--- src/shared/alh_pkg.sv ---
// Shared constants and types for the per-axis limit, home and abort logic
package alh_pkg;

  localparam int unsigned AXES       = 8;
  localparam int unsigned GP_INPUTS  = 16;
  localparam int unsigned GP_BASE    = 8;
  localparam int unsigned POS_W      = 32;
  localparam int unsigned VEL_W      = 16;
  localparam int unsigned ERR_W      = 8;
  localparam int unsigned AXIS_SEL_W = 3;
  localparam int unsigned SYNC_W     = 2;

  localparam logic [ERR_W-1:0] ERR_NONE      = 8'h00;
  localparam logic [ERR_W-1:0] ERR_BEGIN_LIM = 8'h16;  // Error code 022 (decimal)

  // Wishbone register offsets (byte addresses)
  localparam logic [7:0] REG_CMD      = 8'h00;
  localparam logic [7:0] REG_CFG      = 8'h04;
  localparam logic [7:0] REG_RAMP_UP  = 8'h08;
  localparam logic [7:0] REG_RAMP_DN  = 8'h0C;
  localparam logic [7:0] REG_LIM_DN   = 8'h10;
  localparam logic [7:0] REG_CRUISE   = 8'h14;
  localparam logic [7:0] REG_CRAWL    = 8'h18;
  localparam logic [7:0] REG_STATUS   = 8'h1C;
  localparam logic [7:0] REG_SWITCHES = 8'h20;
  localparam logic [7:0] REG_GPIN     = 8'h24;
  localparam logic [7:0] REG_POS      = 8'h28;
  localparam logic [7:0] REG_EVENTS   = 8'h2C;

  // Command register fields
  localparam int unsigned CMD_AXIS_LSB = 0;
  localparam int unsigned CMD_OP_LSB   = 4;
  localparam int unsigned CMD_DIR_BIT  = 8;
  localparam int unsigned OP_W         = 3;

  localparam logic [OP_W-1:0] OP_MOVE  = 3'h1;
  localparam logic [OP_W-1:0] OP_EDGE  = 3'h2;
  localparam logic [OP_W-1:0] OP_INDEX = 3'h3;
  localparam logic [OP_W-1:0] OP_HOME  = 3'h4;
  localparam logic [OP_W-1:0] OP_STOP  = 3'h5;

  // Config register fields
  localparam int unsigned CFG_DROP_LSB  = 0;
  localparam int unsigned CFG_KEEP_BIT  = 8;
  localparam int unsigned CFG_WIDE_BIT  = 9;

  localparam logic [31:0] WB_UNMAPPED = 32'h0000_0000;

  typedef enum logic [1:0] {
    ALH_RAMP_NONE,
    ALH_RAMP_NORMAL,
    ALH_RAMP_LIMIT,
    ALH_RAMP_HARD
  } alh_ramp_type;

  typedef enum {
    ALH_IDLE,
    ALH_RUN,
    ALH_SEEK1,
    ALH_STOP1,
    ALH_APPROACH,
    ALH_INDEX,
    ALH_STOP2,
    ALH_RETURN,
    ALH_HALT
  } alh_state_type;

  // Per-axis command toward the trajectory generator
  typedef struct packed {
    logic              active;
    logic              dir_fwd;
    logic [VEL_W-1:0]  velocity;
    alh_ramp_type      ramp;
    logic [VEL_W-1:0]  rate;
    logic              servo_on;
  } alh_motion_type;

  // Per-axis switch inputs
  typedef struct packed {
    logic fwd_stop;
    logic rev_stop;
    logic home;
    logic index;
  } alh_switch_type;

endpackage

--- src/hw/alh_axis_limit_home.sv ---
// Per-axis travel-stop, homing and abort logic with a Wishbone register slave
`timescale 1ns/1ps
`default_nettype none

// Notes on behaviour
// - Active forward stop blocks forward motion, reverse stop blocks reverse, at once.
// - Stop switch hit while moving gives a ramped stop at the limit ramp-down rate.
// - After a stop switch trip the servo stays on, holding position.
// - Either stop switch trip requests the travel-stop handler in thread zero.
// - Begin toward an active stop switch is refused with error 022; full homing checks the forward stop whatever the home level.
// - Each axis reports forward and reverse switch levels as single bits.
// - Every home input transition toggles the home logic state.
// - Edge seek ramps up to cruise, slews to a home transition, ramps down.
// - Edge seek goes forward when home is high, reverse when low.
// - Index seek slews to index rise, stops, returns to index at crawl velocity.
// - Full homing reverses after first transition and approaches at crawl velocity.
// - Second home change: move forward at crawl until index is seen.
// - After index: stop, return to index, load position with zero.
// - Abort transition stops motion commands immediately with no ramp.
// - Abort switches off servo on axes with drop-on-fault enabled.
// - Abort on other axes stops as fast as possible, servo kept.
// - Abort ends all programs by default; a config bit can change that.
// - Reset input driven low resets the whole controller.
// - Amplifier lockout input disables the amplifier stage in hardware.
// - General inputs 1-8, plus 9-16 in wide configs, are readable individually.
module alh_axis_limit_home (
  input  wire logic                                   clk_i,
  input  wire logic                                   rst_i,
  input  wire logic [31:0]                            wb_adr_i,
  input  wire logic [31:0]                            wb_dat_i,
  output logic      [31:0]                            wb_dat_o,
  input  wire logic                                   wb_we_i,
  input  wire logic [3:0]                             wb_sel_i,
  input  wire logic                                   wb_cyc_i,
  input  wire logic                                   wb_stb_i,
  output logic                                        wb_ack_o,
  input  wire alh_pkg::alh_switch_type [alh_pkg::AXES-1:0] switch_i,
  input  wire logic [alh_pkg::AXES-1:0]               motion_done_i,
  input  wire logic                                   abort_i,
  input  wire logic                                   reset_n_i,
  input  wire logic                                   amp_lockout_i,
  input  wire logic [alh_pkg::GP_INPUTS-1:0]          general_input_i,
  output alh_pkg::alh_motion_type [alh_pkg::AXES-1:0] motion_o,
  output logic      [alh_pkg::AXES-1:0]               zero_position_o,
  output logic                                        travel_stop_handler_o,
  output logic                                        terminate_programs_o,
  output logic                                        amp_disable_o,
  output logic                                        controller_reset_o
);

  localparam int unsigned SW_BITS = 4 * alh_pkg::AXES;

  // Synchronisers: stage one feeds stage two only
  logic [SW_BITS-1:0]             sw_meta;
  logic [SW_BITS-1:0]             sw_sync;
  logic [2:0]                     ctl_meta;
  logic [2:0]                     ctl_sync;
  logic [alh_pkg::GP_INPUTS-1:0]  gp_meta;
  logic [alh_pkg::GP_INPUTS-1:0]  gp_sync;

  always_ff @(posedge clk_i) begin
    sw_meta  <= switch_i;
    sw_sync  <= sw_meta;
    ctl_meta <= {abort_i, reset_n_i, amp_lockout_i};
    ctl_sync <= ctl_meta;
    gp_meta  <= general_input_i;
    gp_sync  <= gp_meta;
  end

  alh_pkg::alh_switch_type [alh_pkg::AXES-1:0] sw;
  assign sw = sw_sync;

  logic abort_lvl;
  logic abort_prev;
  logic abort_evt;
  assign abort_lvl = ctl_sync[2];

  // Tracks the pin through reset too, so a pin idling high gives no false abort
  always_ff @(posedge clk_i) begin
    abort_prev <= abort_lvl;
  end
  assign abort_evt = abort_lvl ^ abort_prev;

  // Lockout and controller reset driven straight from synchronised pins
  always_ff @(posedge clk_i) begin
    if (rst_i) begin
      amp_disable_o      <= 1'b0;
      controller_reset_o <= 1'b0;
    end else begin
      amp_disable_o      <= ctl_sync[0];
      controller_reset_o <= ~ctl_sync[1];
    end
  end

  // Registers
  logic [alh_pkg::AXES-1:0]  drop_on_fault;
  logic                      keep_programs;
  logic                      wide_cfg;
  logic [alh_pkg::VEL_W-1:0] ramp_up_rate;
  logic [alh_pkg::VEL_W-1:0] ramp_down_rate;
  logic [alh_pkg::VEL_W-1:0] limit_ramp_down_rate;
  logic [alh_pkg::VEL_W-1:0] cruise_velocity;
  logic [alh_pkg::VEL_W-1:0] return_crawl_velocity;
  logic [alh_pkg::ERR_W-1:0] error_code;
  logic [alh_pkg::AXES-1:0]  home_state;
  logic [alh_pkg::AXES-1:0]  handler_evt;
  logic [alh_pkg::AXES-1:0]  axis_busy;

  logic wb_req;
  logic wb_wr;
  logic [7:0] wb_off;
  assign wb_req = wb_cyc_i & wb_stb_i & ~wb_ack_o;
  assign wb_wr  = wb_req & wb_we_i;
  assign wb_off = wb_adr_i[7:0];

  function automatic logic hit(input logic [7:0] off, input logic [7:0] reg_off);
    hit = (off == reg_off);
  endfunction

  logic                                 cmd_valid;
  logic [alh_pkg::AXIS_SEL_W-1:0]       cmd_axis;
  logic [alh_pkg::OP_W-1:0]             cmd_op;
  logic                                 cmd_dir;
  assign cmd_valid = wb_wr & hit(wb_off, alh_pkg::REG_CMD) & wb_sel_i[0] & wb_sel_i[1];
  assign cmd_axis  = wb_dat_i[alh_pkg::CMD_AXIS_LSB +: alh_pkg::AXIS_SEL_W];
  assign cmd_op    = wb_dat_i[alh_pkg::CMD_OP_LSB +: alh_pkg::OP_W];
  assign cmd_dir   = wb_dat_i[alh_pkg::CMD_DIR_BIT];

  always_ff @(posedge clk_i) begin
    if (rst_i) begin
      drop_on_fault         <= '0;
      keep_programs         <= 1'b0;
      wide_cfg              <= 1'b0;
      ramp_up_rate          <= '0;
      ramp_down_rate        <= '0;
      limit_ramp_down_rate  <= '0;
      cruise_velocity       <= '0;
      return_crawl_velocity <= '0;
    end else if (wb_wr) begin
      if (hit(wb_off, alh_pkg::REG_CFG)) begin
        if (wb_sel_i[0]) drop_on_fault <= wb_dat_i[alh_pkg::CFG_DROP_LSB +: alh_pkg::AXES];
        if (wb_sel_i[1]) keep_programs <= wb_dat_i[alh_pkg::CFG_KEEP_BIT];
        if (wb_sel_i[1]) wide_cfg      <= wb_dat_i[alh_pkg::CFG_WIDE_BIT];
      end else if (hit(wb_off, alh_pkg::REG_RAMP_UP) && wb_sel_i[1:0] == 2'h3) begin
        ramp_up_rate <= wb_dat_i[alh_pkg::VEL_W-1:0];
      end else if (hit(wb_off, alh_pkg::REG_RAMP_DN) && wb_sel_i[1:0] == 2'h3) begin
        ramp_down_rate <= wb_dat_i[alh_pkg::VEL_W-1:0];
      end else if (hit(wb_off, alh_pkg::REG_LIM_DN) && wb_sel_i[1:0] == 2'h3) begin
        limit_ramp_down_rate <= wb_dat_i[alh_pkg::VEL_W-1:0];
      end else if (hit(wb_off, alh_pkg::REG_CRUISE) && wb_sel_i[1:0] == 2'h3) begin
        cruise_velocity <= wb_dat_i[alh_pkg::VEL_W-1:0];
      end else if (hit(wb_off, alh_pkg::REG_CRAWL) && wb_sel_i[1:0] == 2'h3) begin
        return_crawl_velocity <= wb_dat_i[alh_pkg::VEL_W-1:0];
      end
    end
  end

  // Last begin refusal; a new refusal beats a same-cycle clear by write
  logic [alh_pkg::AXES-1:0] refuse;
  always_ff @(posedge clk_i) begin
    if (rst_i) begin
      error_code <= alh_pkg::ERR_NONE;
    end else if (|refuse) begin
      error_code <= alh_pkg::ERR_BEGIN_LIM;
    end else if (wb_wr && hit(wb_off, alh_pkg::REG_STATUS) && wb_sel_i[0]) begin
      error_code <= alh_pkg::ERR_NONE;
    end
  end

  // Handler request and program termination, sticky until write-one-to-clear
  logic handler_pend;
  logic term_pend;
  logic evt_clr;
  assign evt_clr = wb_wr & hit(wb_off, alh_pkg::REG_EVENTS) & wb_sel_i[0];

  always_ff @(posedge clk_i) begin
    if (rst_i) begin
      handler_pend <= 1'b0;
      term_pend    <= 1'b0;
    end else begin
      if (|handler_evt) begin
        handler_pend <= 1'b1;
      end else if (evt_clr && wb_dat_i[0]) begin
        handler_pend <= 1'b0;
      end
      if (abort_evt && !keep_programs) begin
        term_pend <= 1'b1;
      end else if (evt_clr && wb_dat_i[1]) begin
        term_pend <= 1'b0;
      end
    end
  end
  assign travel_stop_handler_o = handler_pend;
  assign terminate_programs_o  = term_pend;

  // Per-axis sequencer
  generate
    for (genvar a = 0; a < alh_pkg::AXES; a++) begin : g_axis
      alh_pkg::alh_state_type state;
      alh_pkg::alh_motion_type mot;
      logic home_prev;
      logic idx_prev;
      logic fwd_prev;
      logic rev_prev;
      logic home_edge;
      logic idx_rise;
      logic my_cmd;
      logic homing_mode;
      logic want_fwd;

      assign home_edge = sw[a].home ^ home_prev;
      assign idx_rise  = sw[a].index & ~idx_prev;
      assign my_cmd    = cmd_valid && (cmd_axis == alh_pkg::AXIS_SEL_W'(a));
      assign want_fwd  = (cmd_op == alh_pkg::OP_EDGE) ? sw[a].home :
                         ((cmd_op == alh_pkg::OP_MOVE) ? cmd_dir : 1'b1);
      assign refuse[a] = my_cmd && state == alh_pkg::ALH_IDLE && cmd_op != alh_pkg::OP_STOP &&
                         ((want_fwd && sw[a].fwd_stop) || (!want_fwd && sw[a].rev_stop));
      assign handler_evt[a] = (sw[a].fwd_stop & ~fwd_prev) | (sw[a].rev_stop & ~rev_prev);
      assign axis_busy[a]   = (state != alh_pkg::ALH_IDLE);
      assign motion_o[a]    = mot;

      always_ff @(posedge clk_i) begin
        if (rst_i) begin
          home_prev     <= 1'b0;
          idx_prev      <= 1'b0;
          fwd_prev      <= 1'b0;
          rev_prev      <= 1'b0;
          home_state[a] <= 1'b0;
        end else begin
          home_prev <= sw[a].home;
          idx_prev  <= sw[a].index;
          fwd_prev  <= sw[a].fwd_stop;
          rev_prev  <= sw[a].rev_stop;
          if (home_edge) begin
            home_state[a] <= ~home_state[a];
          end
        end
      end

      always_ff @(posedge clk_i) begin
        if (rst_i) begin
          state              <= alh_pkg::ALH_IDLE;
          mot                <= '0;
          homing_mode        <= 1'b0;
          zero_position_o[a] <= 1'b0;
        end else begin
          zero_position_o[a] <= 1'b0;
          if (abort_evt) begin
            state        <= alh_pkg::ALH_IDLE;
            mot.active   <= 1'b0;
            mot.velocity <= '0;
            mot.ramp     <= alh_pkg::ALH_RAMP_HARD;
            mot.servo_on <= ~drop_on_fault[a];
          end else if (mot.active && ((mot.dir_fwd && sw[a].fwd_stop) ||
                                      (!mot.dir_fwd && sw[a].rev_stop))) begin
            state        <= alh_pkg::ALH_IDLE;
            mot.active   <= 1'b0;
            mot.velocity <= '0;
            mot.ramp     <= alh_pkg::ALH_RAMP_LIMIT;
            mot.rate     <= limit_ramp_down_rate;
            mot.servo_on <= 1'b1;
          end else begin
            case (state)
              alh_pkg::ALH_IDLE: begin
                if (my_cmd && !refuse[a] && cmd_op != alh_pkg::OP_STOP) begin
                  mot.active   <= 1'b1;
                  mot.servo_on <= 1'b1;
                  mot.dir_fwd  <= want_fwd;
                  mot.velocity <= cruise_velocity;
                  mot.ramp     <= alh_pkg::ALH_RAMP_NORMAL;
                  mot.rate     <= ramp_up_rate;
                  homing_mode  <= (cmd_op == alh_pkg::OP_HOME);
                  if (cmd_op == alh_pkg::OP_MOVE) begin
                    state <= alh_pkg::ALH_RUN;
                  end else if (cmd_op == alh_pkg::OP_INDEX) begin
                    state <= alh_pkg::ALH_INDEX;
                  end else if (cmd_op == alh_pkg::OP_EDGE || cmd_op == alh_pkg::OP_HOME) begin
                    mot.dir_fwd <= sw[a].home;
                    state       <= alh_pkg::ALH_SEEK1;
                  end else begin
                    mot.active <= 1'b0;
                  end
                end
              end
              alh_pkg::ALH_RUN, alh_pkg::ALH_SEEK1, alh_pkg::ALH_APPROACH, alh_pkg::ALH_INDEX: begin
                if (my_cmd && cmd_op == alh_pkg::OP_STOP) begin
                  mot.velocity <= '0;
                  mot.rate     <= ramp_down_rate;
                  state        <= alh_pkg::ALH_HALT;
                end else if (state == alh_pkg::ALH_RUN && motion_done_i[a]) begin
                  mot.active <= 1'b0;
                  state      <= alh_pkg::ALH_IDLE;
                end else if (state == alh_pkg::ALH_SEEK1 && home_edge) begin
                  mot.velocity <= '0;
                  mot.rate     <= ramp_down_rate;
                  state        <= homing_mode ? alh_pkg::ALH_STOP1 : alh_pkg::ALH_HALT;
                end else if (state == alh_pkg::ALH_APPROACH && home_edge) begin
                  mot.dir_fwd  <= 1'b1;
                  mot.velocity <= return_crawl_velocity;
                  state        <= alh_pkg::ALH_INDEX;
                end else if (state == alh_pkg::ALH_INDEX && idx_rise) begin
                  mot.velocity <= '0;
                  mot.rate     <= ramp_down_rate;
                  state        <= alh_pkg::ALH_STOP2;
                end
              end
              alh_pkg::ALH_STOP1: begin
                if (motion_done_i[a]) begin
                  mot.dir_fwd  <= ~mot.dir_fwd;
                  mot.velocity <= return_crawl_velocity;
                  state        <= alh_pkg::ALH_APPROACH;
                end
              end
              alh_pkg::ALH_STOP2: begin
                if (motion_done_i[a]) begin
                  mot.dir_fwd  <= ~mot.dir_fwd;
                  mot.velocity <= return_crawl_velocity;
                  state        <= alh_pkg::ALH_RETURN;
                end
              end
              alh_pkg::ALH_RETURN: begin
                // Trajectory side reports arrival at the latched index via done
                if (idx_rise || motion_done_i[a]) begin
                  mot.velocity       <= '0;
                  mot.active         <= 1'b0;
                  zero_position_o[a] <= homing_mode;
                  state              <= alh_pkg::ALH_IDLE;
                end
              end
              alh_pkg::ALH_HALT: begin
                if (motion_done_i[a]) begin
                  mot.active <= 1'b0;
                  state      <= alh_pkg::ALH_IDLE;
                end
              end
              default: begin
                state <= alh_pkg::ALH_IDLE;
              end
            endcase
          end
        end
      end
    end
  endgenerate

  // Read mux and single-cycle ack
  logic [31:0] next_rdata;
  logic [2*alh_pkg::AXES-1:0] lim_levels;
  logic [alh_pkg::POS_W-1:0]  gp_view;

  always_comb begin
    for (int i = 0; i < alh_pkg::AXES; i++) begin
      lim_levels[2*i]   = sw[i].fwd_stop;
      lim_levels[2*i+1] = sw[i].rev_stop;
    end
    gp_view = '0;
    gp_view[alh_pkg::GP_BASE-1:0] = gp_sync[alh_pkg::GP_BASE-1:0];
    if (wide_cfg) begin
      gp_view[alh_pkg::GP_INPUTS-1:alh_pkg::GP_BASE] = gp_sync[alh_pkg::GP_INPUTS-1:alh_pkg::GP_BASE];
    end
    if (hit(wb_off, alh_pkg::REG_CFG)) begin
      next_rdata = {22'h0, wide_cfg, keep_programs, drop_on_fault};
    end else if (hit(wb_off, alh_pkg::REG_RAMP_UP)) begin
      next_rdata = {16'h0, ramp_up_rate};
    end else if (hit(wb_off, alh_pkg::REG_RAMP_DN)) begin
      next_rdata = {16'h0, ramp_down_rate};
    end else if (hit(wb_off, alh_pkg::REG_LIM_DN)) begin
      next_rdata = {16'h0, limit_ramp_down_rate};
    end else if (hit(wb_off, alh_pkg::REG_CRUISE)) begin
      next_rdata = {16'h0, cruise_velocity};
    end else if (hit(wb_off, alh_pkg::REG_CRAWL)) begin
      next_rdata = {16'h0, return_crawl_velocity};
    end else if (hit(wb_off, alh_pkg::REG_STATUS)) begin
      next_rdata = {axis_busy, 16'h0, error_code};
    end else if (hit(wb_off, alh_pkg::REG_SWITCHES)) begin
      next_rdata = {home_state, 8'h0, lim_levels};
    end else if (hit(wb_off, alh_pkg::REG_GPIN)) begin
      next_rdata = gp_view;
    end else if (hit(wb_off, alh_pkg::REG_EVENTS)) begin
      next_rdata = {30'h0, term_pend, handler_pend};
    end else begin
      next_rdata = alh_pkg::WB_UNMAPPED;
    end
  end

  always_ff @(posedge clk_i) begin
    if (rst_i) begin
      wb_ack_o <= 1'b0;
      wb_dat_o <= '0;
    end else begin
      wb_ack_o <= wb_req;
      wb_dat_o <= (wb_req && !wb_we_i) ? next_rdata : 32'h0000_0000;
    end
  end

endmodule
`default_nettype wire

--- config.mk ---
export PLATFORM = sky130hd
export DESIGN_NAME = alh_axis_limit_home
export DESIGN_NICKNAME = d
export VERILOG_FILES = /design/src/shared/alh_pkg.sv /design/src/hw/alh_axis_limit_home.sv
export SDC_FILE = /design/constraint.sdc
export NUM_CORES = 2
export LEC_CHECK = 0
export BUFFER_PORTS_ARGS = -buffer_cell sky130_fd_sc_hd__buf_2
export CAP_MARGIN = 20
export CORE_MARGIN = 1.5
export CORE_UTILIZATION = 40
export DETAILED_ROUTE_END_ITERATION = 8
export PLACE_DENSITY = 0.62
export SLEW_MARGIN = 10
export SYNTH_ARGS = -nofsm -noshare
export SYNTH_HDL_FRONTEND = slang
export SYNTH_SLANG_ARGS = --single-unit
--- constraint.sdc ---
create_clock -name clk_i -period 4.45 [get_ports clk_i]
set_clock_uncertainty 0.1 [all_clocks]
set_input_delay 0.6675 -clock clk_i [delete_from_list [all_inputs] [get_ports clk_i]]
set_output_delay 0.6675 -clock clk_i [all_outputs]
set_load 0.1 [all_outputs]
==> impl_metrics.yaml <==
routing:
  drtAntennaViolNets: 0
  drt-vias-per-instance: 6.20
  drt_first_pass_iters: 9
  routed_wl_mm: 139
  drc: 0
  drtIter0Drc: 4725
  routedWlPerCell_microns: 26.7
  num_vias: 32304
critical_path:
  setup.worst_path.class: "register to register"
  reg2reg_from: "wb_ack_o"
  path_max_fanout: 16
  critPathArrivalTime_ns: 4.02
  cp-end-kind: "register"
  crit_buf_inv: 0
  slowest_delay_ns: 0.83
  critPathSlowestCell: "or4_1"
  cp_cell_sequence: "nand4b_1, or4_1, nor4bb_1, nor2_1, or2_1, o211a_1"
  r2r-end: "motion_o[245]"
  ff2ff_path_depth: 6
  crit_family: "simple AND/OR/NAND/NOR gates"
  rrSetupSlack_ns: 0.84
  required_ns: 4.87
  startpoint_type: "register"
yosys:
  seq_area_frac_synth_pct: 39.5
  yosysWarningCount: 0
  synth-simple-area-share_pct: 20.9
  synth-main-ff-cell: "dfxtp_1"
  synth_seq_cells: 607
  yosys.area.top_type: "dfxtp_1"
  yosysUniqueCellTypes: 92
  syn-instance-count: 3905
  synthMuxAreaShare_pct: 6.21
  synthTopCellsByArea: "dfxtp_1 (40%), a21oi_1 (7.4%), nand2_1 (5.8%)"
  synthAdderAreaFrac_pct: 0.0651
  synth_edf_count: 0
  synthXorXnorAreaFrac_pct: 1.03
  synthArstFlopShare_pct: 0
  synth_compound_area_share_pct: 26.6
  synth_top_family_by_area: "compound AO/OA/AOI/OAI gates"
  synth.cell_area_sq_um: 30700
  syn_avg_cell_area_sq_um: 7.87
  synth_top_area_share_pct: 39.5
clock_tree:
  worstSkewPairLatency_ns: 0.65
  root_buffer: "clkbuf_16"
  numCtsBuffers: 70
  h-tree-depth: 3
  cts_sinks: 607
  ctsResizeCount: 0
  cts_buffer_depth: 3
  cts_setup_buffers: 0
  cts_tree: "done"
  clk_pin_slew_ns: 0.06
  cts_hold_buf: 0
timing:
  period_needed_ns: 3.61
  hold_viol: 0
  worst_pin_slew_ns: 1.20
  hold_slack_ns: 0.0249
  fin_setup_tns_ns: 0
  setup_viol_count_final: 0
  max_freq_mhz: 277
  relSlewSlack_pct: 19.7
  fin_crit_sh_pct: 81.0
  rsz0062_at_grt: "false"
  slew_viol_final: 0
  fin_ws_ns: 0.844
final_layout:
  layout_commonest_cell: "dfxtp_1"
  final_core_util_pct: 47.3
  multi_input_area_sq_um: 16900
  fillers: 7539
  layout_common_cells: "dfxtp_1 (607), nand2_1 (472), a21oi_1 (452)"
  final_layout_size_suffix_gt1_share_pct: 17.6
  register_area_sq_um: 12200
  num-nets-final: 4249
  area_delta_synth_final_pct: 16.9
hold_path:
  hold-path-endpoint: "ctl_meta[0]"
  worstHoldStart: "amp_lockout_i"
  holdPathStages: 1
  worstHoldPathType: "input pin to register"
floorplan:
  fp.coreArea_sq_um: 75900
  dieWidth_microns: 280
  die-area_sq_um: 78500
  start_util_pct: 40.5
  die_h_microns: 280
  core.rowCount: 101
  io-pin-count: 473
global_route:
  met3_usage_pct: 7.70
  grtUsageMet2_pct: 49.9
  met1_usage_pct: 45.5
  grt_antenna_before_repair: 20
  busiest_layer: "met2"
  grt_usage_pct: 33.8
  grt_pass1_wl_mm: 197
  grt_max_degree: 154
  grt_pass1_vias: 28582
  grt-ovfl-total: 0
power_and_ir_drop:
  power.net_switching_mw: 3.23
  power.density_nw_per_um2: 348
  leakagePower_nw: 14.0
  intPower_mw: 9.27
  total_power_mw: 12.5
  swShare_pct: 25.9
  power_frac_clock_pct: 48.0
  seqPwrFrac_pct: 45.0
  combPwrFrac_pct: 7.0
  ir_worst_vdd_mv: 0.402
job:
  cap_viol_max_count: 0
run_status:
  status: "finished, final reports clean"
placement:
  pre_cts_ws_ns: 0.614
  gp_congestion: 0.988
  port_buffers: 422
  dp.final_hpwl_mm: 98.0
==> worst max path at each step <==
stage / start / end / slack, ns / cells after the start
after floorplan: wb_ack_o / motion_o[100] / 1.33 / 7
after global placement: wb_stb_i / motion_o[252] / 0.65 / 7
after detailed placement: wb_stb_i / motion_o[247] / 0.61 / 7
after CTS: wb_ack_o / motion_o[247] / 0.98 / 6
after global routing: wb_ack_o / motion_o[241] / 0.69 / 6
final: wb_ack_o / motion_o[245] / 0.84 / 6
==> state kept, by name, summed over array words and instances, names as in the netlist, 24 cells and up <==
signal        count
sw_meta          32
g_axis.state     32
motion_o        296
wb_dat_o         24
sw               32
==> power by group through the flow <==
stage                     clock [mW]  combinational (mW)  sequential [mW]
after floorplan                    0               0.401             5.86
after global placement             0               0.848             5.74
after detailed placement           0               0.847             5.74
after CTS                       6.07               0.849             5.62
after global routing            6.28               0.907             5.62
final                           6.00               0.871             5.62
==> cells by family after synthesis <==
logic type,count (synthesis)
AND/OR/NAND/NOR,1320
XOR/XNOR,36
flip-flops,607
other,1
buffers and inverters,447
adder cells (fa/ha/maj),2
multiplexers,189
AO/OA/AOI/OAI,1303
==> cells in the mapped netlist, types with 24 or more instances <==
cell type / instances
a211oi_1: 45
nand3_1: 192
nand2_1: 472
o21ai_0: 313
a22o_1: 38
and2_1: 37
nor3_1: 103
nor2b_1: 54
buf_1: 49
a22oi_1: 85
o21bai_1: 24
inv_1: 45
o211ai_1: 45
clkbuf_1: 313
and3_1: 28
nand2b_1: 26
a21oi_1: 454
a31oi_1: 32
mux2i_1: 175
dfxtp_1: 607
nor2_1: 239
buf_2: 27
a211o_1: 33
==> stage by stage <==
stage | cells | instance area (sq um)
2_1_floorplan | 3912 | 30800
3_3_place_gp | 5074 | 33500
3_5_place_dp | 5074 | 33500
4_1_cts | 5196 | 35900
5_1_grt | 5201 | 35900
6_report | 5211 | 35900
==> routing by layer <==
layer  wire length, microns  share of wire, %
met4                   8500               6.1
met2                  58900                42
met1                  55800                40
met5                     36             0.026
met3                  15700                11
==> cell type report <==
cell class              count  area share [%]
clock inverters            38            1.24
diodes                     14          0.0975
inverters                  45           0.470
flip-flops and latches    607            33.8
well taps                1030            3.59
repair buffers            535            8.30
multi-input cells        2858            47.2
clock buffers              84            5.31
No activity file was read; power rests on OpenSTA's default activity.
